## src/fvn_pkg.sv

```systemverilog
package fvn_pkg;

	// ----------------------------------------------------------------
	// Timing
	// ----------------------------------------------------------------
	localparam int unsigned CLK_HZ         = 25_000_000;
	localparam int unsigned CLK_PER_MS     = CLK_HZ / 1000;
	localparam int unsigned KEY_HOLD_MS    = 5000;
	localparam int unsigned KEY_HOLD_CYC   = KEY_HOLD_MS * CLK_PER_MS;
	localparam int unsigned FLASH_HALF_MS  = 500;
	localparam int unsigned FLASH_HALF_CYC = FLASH_HALF_MS * CLK_PER_MS;
	localparam int unsigned SETTLE_MS      = 2000;
	localparam int unsigned SETTLE_CYC     = SETTLE_MS * CLK_PER_MS;
	localparam int unsigned CNT_W          = 28;

	// ----------------------------------------------------------------
	// Explicit message paths
	// ----------------------------------------------------------------
	localparam logic [7:0] CLS_ASSEMBLY    = 8'h04;
	localparam logic [7:0] CLS_VALVE_CFG   = 8'h96;
	localparam logic [7:0] INST_ONE        = 8'h01;
	localparam logic [7:0] ATTR_PROC       = 8'h03;
	localparam logic [7:0] ATTR_FAULT_MODE = 8'h05;
	localparam logic [7:0] ATTR_SAFE_POS   = 8'h06;
	localparam logic [7:0] ATTR_TEACH      = 8'h08;

	// ----------------------------------------------------------------
	// Field positions and reset values
	// ----------------------------------------------------------------
	localparam int unsigned IN_BOT_BIT      = 0;
	localparam int unsigned IN_TOP_BIT      = 1;
	localparam int unsigned OUT_VALVE_BIT   = 0;
	localparam int unsigned MODE_HOLD_BIT   = 0;
	localparam int unsigned SAFE_ON_BIT     = 0;
	localparam int unsigned TEACH_START_BIT = 0;
	localparam int unsigned TEACH_DONE_BIT  = 0;
	localparam int unsigned TEACH_FAIL_BIT  = 1;
	localparam int unsigned ADDR_LSB        = 0;
	localparam int unsigned ADDR_W          = 6;
	localparam int unsigned BAUD_LSB        = 6;
	localparam logic        FAULT_MODE_RST  = 1'b0;
	localparam logic        SAFE_POS_RST    = 1'b0;
	localparam logic        TEACH_DONE_RST  = 1'b1;

	// ----------------------------------------------------------------
	// Position measurement
	// ----------------------------------------------------------------
	localparam int unsigned POS_W    = 10;
	localparam logic [9:0]  POS_TOL  = 10'h008;
	localparam logic [9:0]  MIN_SPAN = 10'h020;

	// ----------------------------------------------------------------
	// Types
	// ----------------------------------------------------------------
	typedef enum logic [1:0] {
		FVN_BAUD_125 = 2'h0,
		FVN_BAUD_250 = 2'h1,
		FVN_BAUD_500 = 2'h2,
		FVN_BAUD_BAD = 2'h3
	} fvn_baud_t;

	typedef enum logic [2:0] {
		FVN_BUS_OFFLINE  = 3'h0,
		FVN_BUS_CONN     = 3'h1,
		FVN_BUS_IDLE     = 3'h2,
		FVN_BUS_TIMEOUT  = 3'h3,
		FVN_BUS_CRITICAL = 3'h4
	} fvn_bus_t;

	typedef enum logic [1:0] {
		FVN_T_IDLE  = 2'h0,
		FVN_T_DOWN  = 2'h1,
		FVN_T_UP    = 2'h3,
		FVN_T_CHECK = 2'h2
	} fvn_tstate_t;

endpackage

```

## src/fvn_teach_if.sv

```systemverilog
`timescale 1ns/1ps
`default_nettype none

// Link between the node logic and the end-position teach sequencer.
interface fvn_teach_if;
	logic             start;
	logic             busy;
	logic             done;
	logic             fail;
	logic             valve;
	logic             valid;
	logic [9:0]       bot;
	logic [9:0]       top;

	modport ctl (output start, input busy, done, fail, valve, valid, bot, top);
	modport seq (input start, output busy, done, fail, valve, valid, bot, top);
endinterface

`default_nettype wire

```

## src/fvn_node.sv

```systemverilog
`timescale 1ns/1ps
`default_nettype none

// Behaviour
// - The node address is switches 1 to 6 read as a binary number, switch 1 the lowest bit.
// - Switches 7 and 8 select 125, 250 or 500 kbaud, and both on is flagged as illegal.
// - Switch changes during operation are ignored until the next restart.
// - A restart happens on power-up reset or on a reset message from the bus.
// - The input byte moves on polled and bit-strobed exchanges, the output byte on polled ones only, and change-of-state sends on input change.
// - Get at class 4 instance 1 attribute 3 reads the input byte, set writes the output byte.
// - Input bit 0 flags the bottom end position, bit 1 the top, bits 2 to 7 stay zero.
// - Output bit 0 switches the pilot valve, and the master keeps bits 1 to 7 zero.
// - On a bus fault the valve takes the safety value when mode bit 0 is 0 and holds when it is 1.
// - The safety value of the valve sits in bit 0 of class 150 instance 1 attribute 6.
// - Both bus-fault configuration bytes stay readable and writable during a bus fault.
// - During a bus fault the bus indication is flashing green, flashing red or steady red.
// - A teach sequence finds and stores both end positions and starts from the bus or the key.
// - Holding the teach key for about five seconds starts the teach sequence.
// - Attribute 8 of class 150 starts teaching by bit 0 and reads done in bit 0 and failure in bit 1.
// - After reset the safety value of the valve is off.
module fvn_node #(
	parameter int unsigned P_KEY_HOLD_CYC   = fvn_pkg::KEY_HOLD_CYC,
	parameter int unsigned P_FLASH_HALF_CYC = fvn_pkg::FLASH_HALF_CYC,
	parameter int unsigned P_SETTLE_CYC     = fvn_pkg::SETTLE_CYC
) (
	// Clock and reset.
	input  wire logic                 clk_sys_i,
	input  wire logic                 rst_n_i,
	// Configuration switches and local key.
	input  wire logic [7:0]           sw_i,
	input  wire logic                 teach_key_i,
	// Actuator position measurement.
	input  wire logic [9:0]           pos_meas_i,
	// Bus state from the protocol controller.
	input  wire fvn_pkg::fvn_bus_t    bus_state_i,
	input  wire logic                 bus_reset_i,
	// Cyclic I/O.
	input  wire logic                 io_poll_i,
	input  wire logic [7:0]           io_out_data_i,
	input  wire logic                 io_strobe_i,
	input  wire logic                 io_cos_en_i,
	output logic                      io_tx_o,
	output logic [7:0]                io_tx_data_o,
	// Explicit messages.
	input  wire logic                 msg_req_i,
	input  wire logic                 msg_set_i,
	input  wire logic [7:0]           msg_class_i,
	input  wire logic [7:0]           msg_inst_i,
	input  wire logic [7:0]           msg_attr_i,
	input  wire logic [7:0]           msg_wdata_i,
	output logic                      msg_ack_o,
	output logic                      msg_err_o,
	output logic [7:0]                msg_rdata_o,
	// Captured configuration.
	output logic [5:0]                node_address_o,
	output fvn_pkg::fvn_baud_t        baud_sel_o,
	output logic                      baud_bad_o,
	// Actuator and indication.
	output logic                      pilot_valve_drive_o,
	output logic                      led_green_o,
	output logic                      led_red_o,
	output logic                      teach_busy_o
);

	// ----------------------------------------------------------------
	// State
	// ----------------------------------------------------------------
	typedef struct packed {
		logic                          cap_done;
		logic [5:0]                    addr;
		fvn_pkg::fvn_baud_t            baud;
		logic                          baud_bad;
		logic                          out_valve;
		logic                          fault_hold;
		logic                          safe_on;
		logic                          valve;
		logic [7:0]                    in_byte;
		logic                          tx;
		logic [7:0]                    tx_data;
		logic                          ack;
		logic                          err;
		logic [7:0]                    rdata;
		logic [fvn_pkg::CNT_W-1:0]     key_cnt;
		logic                          key_fired;
		logic [fvn_pkg::CNT_W-1:0]     flash_cnt;
		logic                          flash;
		logic                          led_g;
		logic                          led_r;
		logic                          tstart;
		logic                          tbusy;
	} fvn_node_st_t;

	fvn_node_st_t q;
	fvn_node_st_t d;

	localparam logic [fvn_pkg::CNT_W-1:0] KEY_LAST   = fvn_pkg::CNT_W'(P_KEY_HOLD_CYC - 1);
	localparam logic [fvn_pkg::CNT_W-1:0] FLASH_LAST = fvn_pkg::CNT_W'(P_FLASH_HALF_CYC - 1);

	fvn_teach_if u_tif ();

	// ----------------------------------------------------------------
	// Teach sequencer
	// ----------------------------------------------------------------
	fvn_teach #(
		.P_SETTLE_CYC (P_SETTLE_CYC)
	) u_teach (
		.clk_sys_i  (clk_sys_i),
		.rst_n_i    (rst_n_i),
		.pos_meas_i (pos_meas_i),
		.tif        (u_tif.seq)
	);

	assign u_tif.start = q.tstart;

	// ----------------------------------------------------------------
	// Combinational helpers
	// ----------------------------------------------------------------
	logic       bus_fault;
	logic [7:0] in_now;
	logic       cls_cfg;
	logic       path_proc;

	// Fault is the idle, timeout or critical bus state; offline does not count as a fault.
	assign bus_fault = (bus_state_i == fvn_pkg::FVN_BUS_IDLE)
		|| (bus_state_i == fvn_pkg::FVN_BUS_TIMEOUT)
		|| (bus_state_i == fvn_pkg::FVN_BUS_CRITICAL);

	// End flags compare the live position with the taught one; untaught means neither.
	always_comb begin
		in_now = 8'h00;
		if (u_tif.valid) begin
			in_now[fvn_pkg::IN_BOT_BIT] = (pos_meas_i <= u_tif.bot + fvn_pkg::POS_TOL);
			in_now[fvn_pkg::IN_TOP_BIT] = (pos_meas_i + fvn_pkg::POS_TOL >= u_tif.top);
		end
	end

	assign cls_cfg   = (msg_class_i == fvn_pkg::CLS_VALVE_CFG) && (msg_inst_i == fvn_pkg::INST_ONE);
	assign path_proc = (msg_class_i == fvn_pkg::CLS_ASSEMBLY) && (msg_inst_i == fvn_pkg::INST_ONE)
		&& (msg_attr_i == fvn_pkg::ATTR_PROC);

	// ----------------------------------------------------------------
	// Next state
	// ----------------------------------------------------------------
	always_comb begin
		d        = q;
		d.tx     = 1'b0;
		d.ack    = 1'b0;
		d.tstart = 1'b0;
		d.tbusy  = u_tif.busy;

		// Switches are taken once; later movement is invisible until restart.
		if (!q.cap_done) begin
			d.cap_done = 1'b1;
			d.addr     = sw_i[fvn_pkg::ADDR_LSB +: fvn_pkg::ADDR_W];
			d.baud     = fvn_pkg::fvn_baud_t'(sw_i[fvn_pkg::BAUD_LSB +: 2]);
			d.baud_bad = (sw_i[fvn_pkg::BAUD_LSB +: 2] == 2'h3);
		end

		// Cyclic exchange: the input byte always answers a poll or a strobe.
		d.in_byte = in_now;
		if (io_poll_i) begin
			d.out_valve = io_out_data_i[fvn_pkg::OUT_VALVE_BIT];
		end
		if (io_poll_i || io_strobe_i || (io_cos_en_i && (in_now != q.in_byte))) begin
			d.tx      = 1'b1;
			d.tx_data = in_now;
		end

		// Explicit messages are answered the cycle after the request.
		if (msg_req_i) begin
			d.ack   = 1'b1;
			d.err   = 1'b0;
			d.rdata = 8'h00;
			if (path_proc) begin
				if (msg_set_i) begin
					d.out_valve = msg_wdata_i[fvn_pkg::OUT_VALVE_BIT];
				end else begin
					d.rdata = in_now;
				end
			end else if (cls_cfg && (msg_attr_i == fvn_pkg::ATTR_FAULT_MODE)) begin
				if (msg_set_i) begin
					d.fault_hold = msg_wdata_i[fvn_pkg::MODE_HOLD_BIT];
				end
				d.rdata[fvn_pkg::MODE_HOLD_BIT] = msg_set_i ? d.fault_hold : q.fault_hold;
			end else if (cls_cfg && (msg_attr_i == fvn_pkg::ATTR_SAFE_POS)) begin
				if (msg_set_i) begin
					d.safe_on = msg_wdata_i[fvn_pkg::SAFE_ON_BIT];
				end
				d.rdata[fvn_pkg::SAFE_ON_BIT] = msg_set_i ? d.safe_on : q.safe_on;
			end else if (cls_cfg && (msg_attr_i == fvn_pkg::ATTR_TEACH)) begin
				if (msg_set_i && msg_wdata_i[fvn_pkg::TEACH_START_BIT] && !u_tif.busy
					&& !q.tstart) begin
					d.tstart = 1'b1;
				end
				d.rdata[fvn_pkg::TEACH_DONE_BIT] = u_tif.done && !u_tif.busy;
				d.rdata[fvn_pkg::TEACH_FAIL_BIT] = u_tif.fail;
			end else begin
				d.err = 1'b1;
			end
		end

		// The key must stay down for the full hold time; one start per press.
		if (teach_key_i) begin
			if (q.key_cnt != KEY_LAST) begin
				d.key_cnt = q.key_cnt + 1'b1;
			end else if (!q.key_fired) begin
				d.key_fired = 1'b1;
				if (!u_tif.busy && !q.tstart) begin
					d.tstart = 1'b1;
				end
			end
		end else begin
			d.key_cnt   = '0;
			d.key_fired = 1'b0;
		end

		// Valve: teach overrides, then fault handling, then process output.
		if (u_tif.busy) begin
			d.valve = u_tif.valve;
		end else if (bus_fault) begin
			if (!q.fault_hold) begin
				d.valve = q.safe_on;
			end
		end else begin
			d.valve = q.out_valve;
		end

		// Shared flash timer keeps both colours in step.
		if (q.flash_cnt == FLASH_LAST) begin
			d.flash_cnt = '0;
			d.flash     = !q.flash;
		end else begin
			d.flash_cnt = q.flash_cnt + 1'b1;
		end

		// Bus indication.
		case (bus_state_i)
			fvn_pkg::FVN_BUS_CONN: begin
				d.led_g = 1'b1;
				d.led_r = 1'b0;
			end
			fvn_pkg::FVN_BUS_IDLE: begin
				d.led_g = q.flash;
				d.led_r = 1'b0;
			end
			fvn_pkg::FVN_BUS_TIMEOUT: begin
				d.led_g = 1'b0;
				d.led_r = q.flash;
			end
			fvn_pkg::FVN_BUS_CRITICAL: begin
				d.led_g = 1'b0;
				d.led_r = 1'b1;
			end
			default: begin
				d.led_g = 1'b0;
				d.led_r = 1'b0;
			end
		endcase

		// A reset message restarts the node: switches are taken again and the
		// process output drops. Fault configuration survives, as it would in storage.
		if (bus_reset_i) begin
			d.cap_done  = 1'b0;
			d.out_valve = 1'b0;
		end
	end

	// ----------------------------------------------------------------
	// Registers
	// ----------------------------------------------------------------
	always_ff @(posedge clk_sys_i) begin
		if (!rst_n_i) begin
			q            <= '0;
			q.fault_hold <= fvn_pkg::FAULT_MODE_RST;
			q.safe_on    <= fvn_pkg::SAFE_POS_RST;
		end else begin
			q <= d;
		end
	end

	// ----------------------------------------------------------------
	// Outputs
	// ----------------------------------------------------------------
	assign io_tx_o             = q.tx;
	assign io_tx_data_o        = q.tx_data;
	assign msg_ack_o           = q.ack;
	assign msg_err_o           = q.err;
	assign msg_rdata_o         = q.rdata;
	assign node_address_o      = q.addr;
	assign baud_sel_o          = q.baud;
	assign baud_bad_o          = q.baud_bad;
	assign pilot_valve_drive_o = q.valve;
	assign led_green_o         = q.led_g;
	assign led_red_o           = q.led_r;
	assign teach_busy_o        = q.tbusy;

endmodule

`default_nettype wire

```

## src/fvn_teach.sv

```systemverilog
`timescale 1ns/1ps
`default_nettype none

// ----------------------------------------------------------------
// Teach sequencer: lowers, samples, raises, samples, then checks span.
// ----------------------------------------------------------------
module fvn_teach #(
	parameter int unsigned P_SETTLE_CYC = fvn_pkg::SETTLE_CYC
) (
	// Clock and reset.
	input  wire logic       clk_sys_i,
	input  wire logic       rst_n_i,
	// Position measurement.
	input  wire logic [9:0] pos_meas_i,
	// Link to node logic.
	fvn_teach_if.seq        tif
);

	typedef struct packed {
		fvn_pkg::fvn_tstate_t              st;
		logic [fvn_pkg::CNT_W-1:0]         cnt;
		logic [9:0]                        bot;
		logic [9:0]                        top;
		logic                              valid;
		logic                              done;
		logic                              fail;
		logic                              valve;
	} fvn_teach_st_t;

	fvn_teach_st_t q;
	fvn_teach_st_t d;

	localparam logic [fvn_pkg::CNT_W-1:0] SETTLE_LAST = fvn_pkg::CNT_W'(P_SETTLE_CYC - 1);

	// Each move waits a fixed settle time; the actuator has no motion sensor of its own.
	always_comb begin
		d = q;
		case (q.st)
			fvn_pkg::FVN_T_IDLE: begin
				if (tif.start) begin
					d.st    = fvn_pkg::FVN_T_DOWN;
					d.cnt   = '0;
					d.done  = 1'b0;
					d.valve = 1'b0;
				end
			end
			fvn_pkg::FVN_T_DOWN: begin
				d.valve = 1'b0;
				if (q.cnt == SETTLE_LAST) begin
					d.bot = pos_meas_i;
					d.cnt = '0;
					d.st  = fvn_pkg::FVN_T_UP;
				end else begin
					d.cnt = q.cnt + 1'b1;
				end
			end
			fvn_pkg::FVN_T_UP: begin
				d.valve = 1'b1;
				if (q.cnt == SETTLE_LAST) begin
					d.top = pos_meas_i;
					d.st  = fvn_pkg::FVN_T_CHECK;
				end else begin
					d.cnt = q.cnt + 1'b1;
				end
			end
			fvn_pkg::FVN_T_CHECK: begin
				d.valve = 1'b0;
				d.done  = 1'b1;
				d.fail  = (q.top <= q.bot) || ((q.top - q.bot) < fvn_pkg::MIN_SPAN);
				d.valid = !d.fail;
				d.st    = fvn_pkg::FVN_T_IDLE;
			end
			default: begin
				d.st = fvn_pkg::FVN_T_IDLE;
			end
		endcase
	end

	always_ff @(posedge clk_sys_i) begin
		if (!rst_n_i) begin
			q      <= '0;
			q.done <= fvn_pkg::TEACH_DONE_RST;
		end else begin
			q <= d;
		end
	end

	assign tif.busy  = (q.st != fvn_pkg::FVN_T_IDLE);
	assign tif.done  = q.done;
	assign tif.fail  = q.fail;
	assign tif.valve = q.valve;
	assign tif.valid = q.valid;
	assign tif.bot   = q.bot;
	assign tif.top   = q.top;

endmodule

`default_nettype wire

```

## config.mk

```make
export PLATFORM = sky130hd
export DESIGN_NAME = fvn_node
export DESIGN_NICKNAME = d
export VERILOG_FILES = /design/src/fvn_pkg.sv /design/src/fvn_teach_if.sv /design/src/fvn_node.sv /design/src/fvn_teach.sv
export SDC_FILE = /design/constraint.sdc
export NUM_CORES = 1
export LEC_CHECK = 0
export BUFFER_PORTS_ARGS = -buffer_cell sky130_fd_sc_hd__buf_2
export CORE_MARGIN = 2
export CORE_UTILIZATION = 42
export CTS_CLUSTER_SIZE = 40
export DETAILED_ROUTE_END_ITERATION = 16
export GPL_TIMING_DRIVEN = 0
export SYNTH_ARGS = -nofsm -noshare
export SYNTH_HDL_FRONTEND = slang
export SYNTH_SLANG_ARGS = --single-unit
```

## constraint.sdc

```tcl
create_clock -name clk_sys_i -period 2.9 [get_ports clk_sys_i]
set_input_delay 0.29 -clock clk_sys_i [delete_from_list [all_inputs] [get_ports clk_sys_i]]
set_output_delay 0.29 -clock clk_sys_i [all_outputs]
set_load 0.05 [all_outputs]
```

==> summary.txt <==
Outcome
  • Status: finished, final reports clean

STA
  • Setup Skew: 0.00903 ns
  • Slew Viols, Final: 0
  • Worst-Margin Slew: 0.727 ns
  • Max_slew headroom: 51.0%
  • Fin. Hold Viols: 0
  • Final min period: 2.73 ns
  • Final setup fails: 0
  • Fmax: 367 MHz
  • Crit share post-route: 94.0%
  • Total Neg Setup Slack: 0 ns
  • RSZ-0062 raised after global routing: false

Clock network
  • CTS Buf Count: 17
  • Max Root-Sink Buffers: 2
  • Worst-Skew Late Latency: 0.42 ns
  • Post-CTS Hold Fix Bufs: 0
  • CTS clk-pin slew, worst paths: 0.06 ns
  • H-tree levels: 4
  • CTS root buf: clkbuf_16
  • # clock sinks: 139
  • CTS tree: built

Die
  • Die Y: 136 um
  • Die area: 0.0185 sq mm
  • Rows: 48
  • Core box area: 0.0172 sq mm
  • Initial Utilization: 42.6%
  • DIE WIDTH: 136 um
  • Io pins: 102

Setup path
  • CP max stage delay: 0.40 ns
  • WS Path Type: reg2reg
  • R2R setup slack: 0.17 ns
  • Reg2reg end: io_tx_o
  • Critical Path RT: 3.20 ns
  • Critical path arrival: 3.03 ns
  • Critical Path Start Type: register
  • CP max stage cell: dfxtp_1
  • R2R depth: 11
  • Delay-heaviest family, CP: compound AO/OA/AOI/OAI gates
  • Reg-to-Reg Start: u_teach.tif.bot[4]
  • CP endpoint kind: register
  • Worst path cell trace: ha_1 -> nand3_1 -> nor3_1 -> xnor2_1 -> ha_1 -> nand4_1 -> a21oi_1 -> o31a_1 -> xnor2_1 -> o21a_1 -> o31a_1
  • Critical-path maximum fanout: 5
  • CP Buf/Inv Count: 0

Drt
  • Post-Route M1 WL: 7970 um
  • Uppermost layer routed: met4
  • Met3 wire length: 896 um
  • Drt wl/cell: 13.5 um
  • DR iter-0 viols: 365
  • Drc violations: 0
  • Post-DR vias/cell: 5.07
  • Routed wl met2: 7510 um
  • Initial DRT Pass Iterations: 4
  • Antenna-violating nets left: 0
  • WL final: 16500 um
  • Vias: 6195

Global routing
  • Initial antenna violation count: 3
  • GRT Total Usage: 18.8%
  • Vias in the first global route: 5682
  • First-pass GRT wire length: 27600 um
  • Gr ovfl total: 0
  • Largest net degree at the start of global routing: 17

Flow run
  • Max Cap Viol: 0

Hold path
  • Worst hold path endpoint: q[102]
  • Min-delay worst type: in2reg
  • Hold Crit Depth: 2
  • Critical hold path startpoint: bus_reset_i

Place
  • PortBufs: 75
  • Placed Area: 0.00801 sq mm
  • Gp weighted congestion: 0.809
  • Post-DP HPWL: 12200 um
  • Placed cells: 1186

Power and ir drop
  • Pleak: 3.48 nW
  • Peak supply drop: 422 uV
  • Cell Pwr Density: 524 mW/mm^2

Cells and area
  • Post-route design area: 0.00863 sq mm
  • Layout cell share with drive strength beyond 1: 16.1%
  • Area grow syn2layout: 18.0%
  • Fin cells: 1221
  • Core Util, Final: 50.2%
  • # nets final: 1086

Yosys
  • Sequential fraction of the synthesis area: 38.1%
  • Synth cell types: 68
  • Post-synth top flop: dfxtp_1
  • Syn avg cell area: 8.36 sq um
  • Synth warnings: 0
  • Ys async rst share: 0%
  • Post-synthesis cell area: 0.00731 sq mm
  • Post-synth EDFFs: 0
  • Cells after Synth: 875
  • Post-synthesis register bit count: 139
-- worst max path at each step --
stage / cells past startpoint / slack [ns] / end / start
after global routing: 10 / 0.03 / io_tx_o / u_teach.tif.bot[4]
after detailed placement: 11 / -0.16 / io_tx_data_o[0] / pos_meas_i[4]
after global placement: 11 / -0.15 / io_tx_data_o[0] / pos_meas_i[3]
after CTS: 11 / 0.1 / io_tx_o / u_teach.tif.bot[3]
after floorplan: 11 / 0.47 / io_tx_o / u_teach.tif.bot[3]
final: 11 / 0.17 / io_tx_o / u_teach.tif.bot[4]
-- per-stage QoR --
step	setup slack [ns]	hold slack [ns]	total power, W
detailed placement	-0.158	0.451	0.00236
CTS	0.0958	0.0434	0.00457
global placement	-0.148	0.444	0.00236
global route	0.0321	0.0486	0.00471
floorplan	0.474	0.369	0.00224
finish	0.173	0.0534	0.00452
-- per-layer routing --
layer / vias up / track usage, %
li1: 3244 / -
met1: 2817 / 24.8
met2: 122 / 29.5
met3: 12 / 6.08
met4: 0 / 5.21
met5: - / 0
-- state kept, by name, summed over array words and instances, names as in the netlist, 2 cells and up --
name	cells
baud_sel_o	2
io_tx_data_o	2
msg_rdata_o	2
node_address_o	6
q	64
u_teach.q	30
u_teach.tif.bot	10
u_teach.tif.top	10
-- where the power goes --
part	switching [W]	internal, W	leakage (nW)
combinational	0.000246	0.000120	2.06
clock	0.000823	0.00139	0.291
sequential	0.0000141	0.00193	1.13
total	0.00108	0.00344	3.48
-- cells by family after synthesis --
group,share of synthesized area [%]
flip-flops,38.1
XOR/XNOR,8.62
AND/OR/NAND/NOR,26.7
buffers and inverters,6.02
adder cells (fa/ha/maj),5.99
multiplexers,4.11
AO/OA/AOI/OAI,10.4
other,0.0513
-- cell type report --
type                            instances  area, sq um
Clock buffer                           19          453
Fill cell                            1667         8550
Buffer                                 49          283
Inverter                               42          158
Tap cell                              225          282
Antenna cell                            3         7.51
Sequential cell                       139         2780
Timing Repair Buffer                   76          383
Multi-Input combinational cell        656         4130
Clock inverter                         12          146
-- cell usage after synthesis (5+ instances only) --
cell type    n  area (sq um)
a211oi_1     5          37.5
xor2_1      34           298
buf_4       24           180
nor2b_1      5          31.3
nor4_1       9          56.3
ha_1        35           438
mux2i_1     30           300
nand4_1     24           150
buf_2        7          35.0
nor3_1      22           110
a21oi_1     48           240
a31oi_1      6          37.5
nand3_1     48           240
or3_1       15          93.8
and3_1      21           131
clkbuf_1    14          52.6
nand2_1     52           195
nor2_1     139           522
inv_1       42           158
nand2b_1     7          43.8
dfxtp_1    139          2780
o21ai_0     31           155
xnor2_1     38           333
-- repair_timing --
item / 4_1_cts / 5_1_grt
endpoints found under the setup margin: 0 / 2
setup buffers: 0 / 1
gates resized for setup: 0 / 1
endpoints found under the hold margin: 0 / 0
-- placed cells by master, fill, tap and decap left out, drive strengths merged, types with 5 or more instances in the layout --
master,netlist,routed
or3,16,16
nor2b,5,5
mux2i,30,30
conb,1,12
nor3,23,23
buf,35,111
a21oi,48,48
nor2,140,140
a211oi,5,5
nand4,24,24
nand2,53,53
or4,5,5
and4,5,5
and3,21,21
xnor2,38,38
ha,35,35
nor4,11,11
clkbuf,14,33
inv,42,43
clkinv,0,5
o21ai,31,31
a31oi,6,6
xor2,34,34
dfxtp,139,139
nand3,49,49
nand2b,7,7
No activity file was read; power rests on OpenSTA's default activity.
